**config.mk**
```make
export PLATFORM = sky130hd
export DESIGN_NAME = port_b_alt_function_mux
export DESIGN_NICKNAME = d
export VERILOG_FILES = /design/src/clock_out_driver.v /design/src/port_b_alt_function_mux.v
export VERILOG_INCLUDE_DIRS = /design/src /design/src/src
export SDC_FILE = /design/constraint.sdc
export NUM_CORES = 1
export LEC_CHECK = 0
export ABC_AREA = 1
export BUFFER_PORTS_ARGS = -buffer_cell sky130_fd_sc_hd__buf_2
export CAP_MARGIN = 30
export CELL_PAD_IN_SITES_DETAIL_PLACEMENT = 1
export CELL_PAD_IN_SITES_GLOBAL_PLACEMENT = 2
export CORE_MARGIN = 2
export CORE_UTILIZATION = 27
export DETAILED_ROUTE_END_ITERATION = 6
export GPL_ROUTABILITY_DRIVEN = 0
export PLACE_DENSITY_LB_ADDON = 0.1
export SETUP_SLACK_MARGIN = 0.2
export SLEW_MARGIN = 20
export SYNTH_ARGS = -nofsm -noshare
export SYNTH_HDL_FRONTEND = slang
export SYNTH_SLANG_ARGS = --single-unit
```
**constraint.sdc**
```tcl
create_clock -name clk -period 2.4 [get_ports clk]
set_input_delay 0.12 -clock clk [delete_from_list [all_inputs] [get_ports clk]]
set_output_delay 0.12 -clock clk [all_outputs]
set_load 0.05 [all_outputs]
```
**src/port_b_mux_defines.vh**
```
// bit positions, reset values and divider defaults of the port b override logic
`ifndef PORT_B_MUX_DEFINES_VH
`define PORT_B_MUX_DEFINES_VH

// pin positions of the shared functions
`define PB_SCK_BIT 3'd7
`define PB_MISO_BIT 3'd6
`define PB_MOSI_BIT 3'd5
`define PB_SS_BIT 3'd4
`define PB_OCA_BIT 3'd3
`define PB_EXTERNAL_IRQ_TWO_BIT 3'd2
`define PB_DIVIDED_CLOCK_OUTPUT_BIT 3'd1
`define PB_XCK_BIT 3'd0

// number of pins in the port
`define PB_WIDTH 8

// reset values of the registered outputs
`define PB_PAD_OUT_RST 8'h00
`define PB_PAD_OE_RST 8'h00
`define PB_PULLUP_RST 8'h00
`define PB_INPUT_EN_RST 8'h00
`define PB_PC_SRC_RST 8'h00
`define PB_DIN_RST 1'b0
// slave select idles high so the spi stays inactive through reset
`define PB_SS_RST 1'b1

// clock output divider: toggle every half period of this many cycles
`define PB_CLK_HALF_DEFAULT 8'h01
`define PB_CLK_CNT_W 8

`endif

```
**src/clock_out_driver.v**
```verilog
// divided clock output driver for pin 1, alive through device reset
`include "port_b_mux_defines.vh"

module clock_out_driver #(
   parameter CNT_W = `PB_CLK_CNT_W,
   parameter [CNT_W-1:0] HALF_PERIOD = `PB_CLK_HALF_DEFAULT
) (
   // clock and power-on reset only, device reset does not reach here
   input wire clk,
   input wire por_b,
   // fuse strap and plain port path for the pin
   input wire clock_output_fuse,
   input wire plain_out,
   input wire plain_oe,
   // pad drive
   output reg pin_out_reg,
   output reg pin_oe_reg,
   output reg divided_clock_output
);

   reg [CNT_W-1:0] div_cnt_reg;
   reg [CNT_W-1:0] div_cnt_next;
   reg div_clk_next;

   always @* begin
      div_cnt_next = div_cnt_reg + {{(CNT_W-1){1'b0}}, 1'b1};
      div_clk_next = divided_clock_output;
      if (div_cnt_next >= HALF_PERIOD) begin
         div_cnt_next = {CNT_W{1'b0}};
         div_clk_next = ~divided_clock_output;
      end
   end

   // only power-on clears these, so the clock keeps running under rst_b
   always @(posedge clk or negedge por_b) begin
      if (!por_b) begin
         div_cnt_reg <= {CNT_W{1'b0}};
         divided_clock_output <= 1'b0;
         pin_out_reg <= 1'b0;
         pin_oe_reg <= 1'b0;
      end else begin
         div_cnt_reg <= div_cnt_next;
         divided_clock_output <= div_clk_next;
         if (clock_output_fuse) begin
            pin_out_reg <= div_clk_next;
            pin_oe_reg <= 1'b1;
         end else begin
            pin_out_reg <= plain_out;
            pin_oe_reg <= plain_oe;
         end
      end
   end

endmodule // clock_out_driver

```
**src/port_b_alt_function_mux.v**
```verilog
// override logic for the eight pins of port b and their peripheral taps
`include "port_b_mux_defines.vh"

module port_b_alt_function_mux #(
   parameter W = `PB_WIDTH,
   parameter CNT_W = `PB_CLK_CNT_W,
   parameter [CNT_W-1:0] CLK_HALF_PERIOD = `PB_CLK_HALF_DEFAULT
) (
   // clock and resets
   input wire clk,
   input wire rst_b,
   input wire por_b,
   // port register bits and global controls
   input wire [W-1:0] direction_bits,
   input wire [W-1:0] port_out_bits,
   input wire global_pullup_disable,
   input wire sleep_mode,
   // pad level as sampled
   input wire [W-1:0] pad_in,
   // spi controls and outputs
   input wire serial_periph_enable,
   input wire serial_master_select,
   input wire spi_sck_out,
   input wire spi_master_out,
   input wire spi_slave_out,
   // timer 0 compare outputs
   input wire timer0_compare_a_enable,
   input wire timer0_compare_a_out,
   input wire timer0_compare_b_enable,
   input wire timer0_compare_b_out,
   // clock output strap
   input wire clock_output_fuse,
   // usart0 synchronous clock
   input wire usart0_sync_mode,
   input wire usart0_clock_out,
   // interrupt enables
   input wire [W-1:0] pin_change_mask,
   input wire pin_change_group1_enable,
   input wire external_irq_two_enable,
   // pad drive
   output wire [W-1:0] pad_out,
   output wire [W-1:0] pad_oe,
   output reg [W-1:0] pad_pullup,
   output reg [W-1:0] pad_input_en,
   // spi taps
   output reg spi_sck_in,
   output reg spi_master_in,
   output reg spi_slave_in,
   output reg spi_select_in,
   // interrupt, counter and clock taps
   output reg [W-1:0] pin_change_src,
   output reg external_irq_two,
   output reg timer0_count_input,
   output reg timer1_count_input,
   output reg usart0_sync_clock,
   // comparator taps and divided clock
   output reg comparator_plus_input,
   output reg comparator_minus_input,
   output wire divided_clock_output
);

   // generic override: when enabled the override value wins
   function pick;
      input en;
      input ov;
      input dflt;
      begin
         pick = en ? ov : dflt;
      end
   endfunction

   reg [W-1:0] pullup_override_enable;
   reg [W-1:0] pullup_override_value;
   reg [W-1:0] direction_override_enable;
   reg [W-1:0] direction_override_value;
   reg [W-1:0] pin_value_override_enable;
   reg [W-1:0] pin_value_override_value;
   reg [W-1:0] input_enable_override_enable;
   reg [W-1:0] input_enable_override_value;
   reg [W-1:0] oe_next;
   reg [W-1:0] out_next;
   reg [W-1:0] pullup_next;
   reg [W-1:0] input_en_next;
   reg [W-1:0] din;
   reg [W-1:0] pad_out_reg;
   reg [W-1:0] pad_oe_reg;
   wire spi_slave;
   wire spi_master;
   wire pin1_out;
   wire pin1_oe;
   integer i;
   // separate loop index so the two combinational processes share no variable
   integer j;

   assign spi_slave = serial_periph_enable & ~serial_master_select;
   assign spi_master = serial_periph_enable & serial_master_select;

   // override enables zero unless a function claims the pin, pull-up and input enable values set on every pin
   always @* begin
      pullup_override_enable = {W{1'b0}};
      pullup_override_value = {W{1'b0}};
      direction_override_enable = {W{1'b0}};
      direction_override_value = {W{1'b0}};
      pin_value_override_enable = {W{1'b0}};
      pin_value_override_value = {W{1'b0}};
      input_enable_override_enable = {W{1'b0}};
      input_enable_override_value = {W{1'b0}};
      // pin 7: spi clock
      direction_override_enable[`PB_SCK_BIT] = spi_slave;
      pullup_override_enable[`PB_SCK_BIT] = spi_slave;
      pin_value_override_enable[`PB_SCK_BIT] = spi_master;
      pin_value_override_value[`PB_SCK_BIT] = spi_sck_out;
      // pin 6: master receive, slave transmit
      direction_override_enable[`PB_MISO_BIT] = spi_master;
      pullup_override_enable[`PB_MISO_BIT] = spi_master;
      pin_value_override_enable[`PB_MISO_BIT] = spi_slave;
      pin_value_override_value[`PB_MISO_BIT] = spi_slave_out;
      // pin 5: master transmit, slave receive
      direction_override_enable[`PB_MOSI_BIT] = spi_slave;
      pullup_override_enable[`PB_MOSI_BIT] = spi_slave;
      pin_value_override_enable[`PB_MOSI_BIT] = spi_master;
      pin_value_override_value[`PB_MOSI_BIT] = spi_master_out;
      // pin 4: slave select, compare b
      direction_override_enable[`PB_SS_BIT] = spi_slave;
      pullup_override_enable[`PB_SS_BIT] = spi_slave;
      pin_value_override_enable[`PB_SS_BIT] = timer0_compare_b_enable;
      pin_value_override_value[`PB_SS_BIT] = timer0_compare_b_out;
      // pin 3: compare a
      pin_value_override_enable[`PB_OCA_BIT] = timer0_compare_a_enable;
      pin_value_override_value[`PB_OCA_BIT] = timer0_compare_a_out;
      // pin 1: clock output strap forces the driver on
      direction_override_enable[`PB_DIVIDED_CLOCK_OUTPUT_BIT] = clock_output_fuse;
      direction_override_value[`PB_DIVIDED_CLOCK_OUTPUT_BIT] = clock_output_fuse;
      // pin 0: usart0 clock out only in synchronous mode
      pin_value_override_enable[`PB_XCK_BIT] = usart0_sync_mode;
      pin_value_override_value[`PB_XCK_BIT] = usart0_clock_out;
      // forced spi inputs keep the port output bit as pull-up control
      for (i = 0; i < W; i = i + 1) begin
         pullup_override_value[i] = port_out_bits[i] & ~global_pullup_disable;
         input_enable_override_enable[i] = pin_change_mask[i] & pin_change_group1_enable;
         input_enable_override_value[i] = 1'b1;
      end
      input_enable_override_enable[`PB_EXTERNAL_IRQ_TWO_BIT] = input_enable_override_enable[`PB_EXTERNAL_IRQ_TWO_BIT] | external_irq_two_enable;
   end

   // resolved pad controls for the next cycle
   always @* begin
      oe_next = {W{1'b0}};
      out_next = {W{1'b0}};
      pullup_next = {W{1'b0}};
      input_en_next = {W{1'b0}};
      din = {W{1'b0}};
      for (j = 0; j < W; j = j + 1) begin
         oe_next[j] = pick(direction_override_enable[j], direction_override_value[j], direction_bits[j]);
         // value only reaches the pad while the driver is on
         out_next[j] = oe_next[j] & pick(pin_value_override_enable[j], pin_value_override_value[j], port_out_bits[j]);
         pullup_next[j] = pick(pullup_override_enable[j], pullup_override_value[j],
            ~direction_bits[j] & port_out_bits[j] & ~global_pullup_disable);
         // an enabled driver never needs a pull-up
         pullup_next[j] = pullup_next[j] & ~oe_next[j];
         input_en_next[j] = pick(input_enable_override_enable[j], input_enable_override_value[j], ~sleep_mode);
         din[j] = pad_in[j] & input_en_next[j];
      end
   end

   // pin 1 lives in a domain that device reset does not touch
   clock_out_driver #(
      .CNT_W(CNT_W),
      .HALF_PERIOD(CLK_HALF_PERIOD)
   ) u_clock_out (
      .clk(clk),
      .por_b(por_b),
      .clock_output_fuse(clock_output_fuse),
      .plain_out(out_next[`PB_DIVIDED_CLOCK_OUTPUT_BIT]),
      .plain_oe(oe_next[`PB_DIVIDED_CLOCK_OUTPUT_BIT]),
      .pin_out_reg(pin1_out),
      .pin_oe_reg(pin1_oe),
      .divided_clock_output(divided_clock_output)
   );

   assign pad_out = {pad_out_reg[W-1:2], pin1_out, pad_out_reg[0]};
   assign pad_oe = {pad_oe_reg[W-1:2], pin1_oe, pad_oe_reg[0]};

   // pad registers, one cycle behind the controls
   always @(posedge clk or negedge rst_b) begin
      if (!rst_b) begin
         pad_out_reg <= `PB_PAD_OUT_RST;
         pad_oe_reg <= `PB_PAD_OE_RST;
         pad_pullup <= `PB_PULLUP_RST;
         pad_input_en <= `PB_INPUT_EN_RST;
      end else begin
         pad_out_reg <= out_next;
         pad_oe_reg <= oe_next;
         pad_pullup <= pullup_next;
         pad_input_en <= input_en_next;
      end
   end

   // peripheral taps taken from the gated digital inputs, comparator taps from the raw pad
   always @(posedge clk or negedge rst_b) begin
      if (!rst_b) begin
         spi_sck_in <= `PB_DIN_RST;
         spi_master_in <= `PB_DIN_RST;
         spi_slave_in <= `PB_DIN_RST;
         spi_select_in <= `PB_SS_RST;
         pin_change_src <= `PB_PC_SRC_RST;
         external_irq_two <= `PB_DIN_RST;
         timer0_count_input <= `PB_DIN_RST;
         timer1_count_input <= `PB_DIN_RST;
         usart0_sync_clock <= `PB_DIN_RST;
         comparator_plus_input <= `PB_DIN_RST;
         comparator_minus_input <= `PB_DIN_RST;
      end else begin
         spi_sck_in <= din[`PB_SCK_BIT];
         spi_master_in <= din[`PB_MISO_BIT];
         spi_slave_in <= din[`PB_MOSI_BIT];
         // low level here activates a slave spi
         spi_select_in <= din[`PB_SS_BIT];
         pin_change_src <= din;
         external_irq_two <= din[`PB_EXTERNAL_IRQ_TWO_BIT];
         timer1_count_input <= din[`PB_DIVIDED_CLOCK_OUTPUT_BIT];
         timer0_count_input <= din[`PB_XCK_BIT];
         // external clock is an input only in synchronous mode with direction clear
         usart0_sync_clock <= usart0_sync_mode & ~direction_bits[`PB_XCK_BIT]
            & din[`PB_XCK_BIT];
         // digital stand-in for the analog taps: raw pad, no enable gating
         comparator_plus_input <= pad_in[`PB_EXTERNAL_IRQ_TWO_BIT];
         comparator_minus_input <= pad_in[`PB_OCA_BIT];
      end
   end

endmodule // port_b_alt_function_mux

```
# Word level (Yosys, flattened, before mapping)
# Index checks and enable logic that the tools add are counted.
# word_totals
romBits	0
output_inout_bits	51
register_bits	61
in_bits	51
word_cells	122
ram_bits	0
memories	0
latchBits	0
# classes
magnitude_cmp	1
mux	27
n_div	0
addsub	1
n_mul	0
eq_ne	0
reduce_logical	0
n_shift	0
bitwise_logic	74
# op_table
operator	count
$and 1x1->1	56
$mux 1	26
$not 1->1	17
$add 8x1->8 const B	1
$ge 8x1->1 const B	1
$mux 8	1
$or 1x1->1	1

# Depth between registers and ports, before layout
# depth
word_depth	5
mapped_depth	9
depth_no_buf	9

# Hierarchy
# A second synthesis with hierarchy kept.
# unflattened
hier_cells	190
area_unflattened_um2	1993.2
# by_module_without_submodules
mod	instances	seq_area_each_um2	area_each_um2	cells_each
port_b_alt_function_mux	1	1052.3	1495.2	135
clock_out_driver	1	275.3	498.0	55

# Least setup slack after synthesis
# Ideal clock, no wire load.
# synth_timing
path_type	register -> register
start	register u_clock_out.div_cnt_reg[0]
end	register u_clock_out.divided_clock_output
path_buffers	0
arrival_time_ps	1144
setup_time_ps	119
setup_slack_ps	1137
stages_incl_launch_ff	8
period_less_slack_ps	1263
cell_sequence	dfrtp_1 > inv_1 > ha_1 > nor2_1 > nand2_1 > nor2_2 > nand4_1 > and2_1
# synth_via
elab_chain_len	3
# synth_lines
item	line	source
from (decl)	clock_out_driver.v:21	reg [CNT_W-1:0] div_cnt_reg;
from (signal assigned)	clock_out_driver.v:37	div_cnt_reg <= {CNT_W{1'b0}};
from (signal assigned)	clock_out_driver.v:42	div_cnt_reg <= div_cnt_next;
$add 8x1->8	clock_out_driver.v:26	div_cnt_next = div_cnt_reg + {{(CNT_W-1){1'b0}}, 1'b1};
$ge 8x1->1	clock_out_driver.v:28	if (div_cnt_next >= HALF_PERIOD) begin
$mux 1	clock_out_driver.v:28	
named net u_clock_out.div_clk_next	clock_out_driver.v:23	reg div_clk_next;
to (signal assigned)	clock_out_driver.v:43	divided_clock_output <= div_clk_next;
to (decl)	clock_out_driver.v:18	output reg divided_clock_output
# The timed path passes the listed nets, and every way through them passes these cells.

# Final worst setup path
# Ends and elaborated chain as after synthesis.

==> metrics <==
critical path required time=about 2.6 ns; DIE AREA=between 7000 and 8000 um2; Period minus WS final=1.38 ns; Worst slew margin=~60%; H-tree depth=2; CTS Buffer Depth=2; Worst Setup End Kind=register; grt total ovfl=0; slowest stage delay, CP=between 0.4 and 0.5 ns; clock buffer count from CTS=5; non-filler cells, final=382; async set or reset register ratio after synthesis=100%; Sink Count=53; count leader, synth=dfrtp_1; Leakage=1.49 nW; sw frac=around 31%; FF-to-FF path depth=7; worst slack, placed=~1.0 ns; nature of the critical path startpoint=register; CP Class=register to register; main area contributors after synthesis=dfrtp_1 67%, nand2_1 6.8%, inv_1 3.7%; Placed Cells=~370; CORE AREA=approximately 7000 um2; first-pass GRT wire length=roughly 7500 um; clk slew on worst S/H paths=around 0.090 ns; vias post-DR=between 1500 and 2000; Yosys top cell area share=67.5%; pin count of the biggest net entering global routing=between 40 and 50; R2R Path Start=u_clock_out.div_cnt_reg[0]; flip-flop and latch count after synthesis=53; Final Hold Viols=0; layout cells sized above 1=41.3%; sequential share of power=a little over half; NetSw=~0.56 mW; pwr dens=666 nW/um2; drt pass-1 iters=4; skew final=~0.0025 ns; initial antenna violation count=0; vias in the first global route=approximately 1700; Post-DP HPWL=3510 um; max frequency=722 MHz; Slew Limit Fails=0; Die Wd=88.5 um; Initial Util=between 20% and 30%; IO buf count=roughly 100; root buf cell=clkbuf_8; flop-to-flop setup slack=approximately 1 ns; Post-synth EDFFs=0; Final ANT Viol Nets=0; Std-Cell Rows=30; Max-cap violations=0; # IOs=102; worst hold margin=between 0.015 and 0.02 ns; Final nets=~340; hold depth=3; Layout Utilization=39.1%; Min-Delay Path Class=primary input to register; Worst-Skew Late Latency=about 0.29 ns; Clock power frac=26.6%; DRC=0; TritonCTS clock tree=done; Post-synth top cells=52 x dfrtp_1, 35 x nand2_1, 19 x inv_1; Post-Syn Area=between 1500 and 2000 um2; wire length per cell=between 10 and 15 um; Hold Path Sink=pad_out_reg[2]; Comb pwr share=between 20% and 30%; count of final setup violators=0; post-route setup slack=1.02 ns; Area growth, synth to finish=39.5%; HP Start=port_out_bits[2]; Synth Flop Type=dfrtp_1; Avg Inst Size Synth=roughly 11 um2; arrival time at the worst endpoint=about 1.6 ns; Initial DRC Count=46; post-synthesis cell type count=25; synth warn=0; FF-to-FF End=u_clock_out.divided_clock_output; fin crit share=a little under 60%; die height=approximately 89 um; crit path max fanout=6; Total Routed Length=between 4000 and 5000 um; Fin Setup TNS=0 ns; post-synthesis sequential area ratio=68.9%; Worst Tran Pin Value=between 0.5 and 0.6 ns; Post-Synthesis Cells=174; cells along the critical path=inv_1, ha_1, nor2_1, nand2_1, nor2_2, nand4_1, and2_1; via density per instance=slightly below 4; status=finished, final reports clean; Ant. Diodes=0; peak supply drop=about 0.00020 V; fillers=830; slowest CP cell=dfrtp_1; Synth area leader=dfrtp_1; GRT Resource Usage Total=about an eighth; RSZ-0062 raised after global routing=no; internal power=approximately 1.2 mW
-- routing by layer --
metal / part of all wire [%] / vias to the layer above / routed length, um / global-route usage, %
li1: - / 740 / - / -
met1: 40 / 701 / 1780 / 14.0
met2: 51 / 57 / 2260 / 21.9
met3: 8.3 / 6 / 369 / 4.85
met4: 1.2 / 0 / 54 / 4.13
met5: 0 / - / 0 / 0
-- placed cells by master, fill, tap and decap left out, types with 5 or more instances in the layout --
cell type      count
dfrtp_1           52
inv_1             19
nor2_1            10
a21boi_0           7
clkbuf_8           5
a21oi_1            7
buf_2            101
nand2_1           35
nor3_1             5
conb_1             6
dlygate4sd3_1      8
-- repair_timing --
item / in CTS / in global routing
hold buffers: 8 / 0
setup buffers: 0 / 0
setup endpoints to repair: 0 / 0
resized for setup: 0 / 0
hold endpoints to repair: 56 / 0
-- worst max-delay path, delay by kind of cell (launching register included) --
family	cells	cell delay (ns)
adder cells (fa/ha/maj)	1	0.19
buffers and inverters	1	0.06
flip-flops	1	0.44
AND/OR/NAND/NOR	5	0.59
-- cell families after synthesis --
logic type,count (synthesis),synth area share (%)
flops,53,68.9
simple gates,65,15.1
other cells,1,0.194
compound gates,18,5.58
fa+ha+maj,3,1.95
buf+inv,34,8.31
-- per-stage QoR --
stage                     instance area, um2  power [mW]
after global placement                  2500        1.32
final                                   2690        1.79
after global routing                    2690        1.88
after CTS                               2660        1.82
after detailed placement                2500        1.32
after floorplan                         1950        1.21
-- how the worst max path moves through the flow --
stage | startpoint | to | slack [ns] | cells after the start
after detailed placement | u_clock_out.div_cnt_reg[0] | u_clock_out.divided_clock_output | 1.0 | 7
after CTS | u_clock_out.div_cnt_reg[0] | u_clock_out.divided_clock_output | 0.98 | 7
after global routing | u_clock_out.div_cnt_reg[0] | u_clock_out.pin_out_reg | 0.80 | 8
after global placement | u_clock_out.div_cnt_reg[0] | u_clock_out.divided_clock_output | 1.03 | 7
final | u_clock_out.div_cnt_reg[0] | u_clock_out.divided_clock_output | 1.02 | 7
after floorplan | u_clock_out.div_cnt_reg[0] | u_clock_out.divided_clock_output | 1.14 | 7
-- final cells by class --
cell class / instances / area [um2] / area share, %
Sequential cell: 53 / 1330 / 49.4
Timing Repair Buffer: 110 / 613 / 22.8
Multi-Input combinational cell: 92 / 459 / 17.1
Tap cell: 96 / 120 / 4.47
Inverter: 23 / 86.3 / 3.21
Clock buffer: 6 / 72.6 / 2.70
Clock inverter: 2 / 10.0 / 0.372
-- power by group through the flow --
| stage | Clock (mW) | Sequential, mW | Combinational [mW] |
|---|---|---|---|
| after floorplan | 0 | 1.12 | 0.0917 |
| after global placement | 0 | 0.970 | 0.352 |
| after detailed placement | 0 | 0.972 | 0.353 |
| after CTS | 0.502 | 0.954 | 0.363 |
| after global routing | 0.533 | 0.959 | 0.392 |
| final | 0.476 | 0.953 | 0.363 |
(Power assumes the default switching activity.)
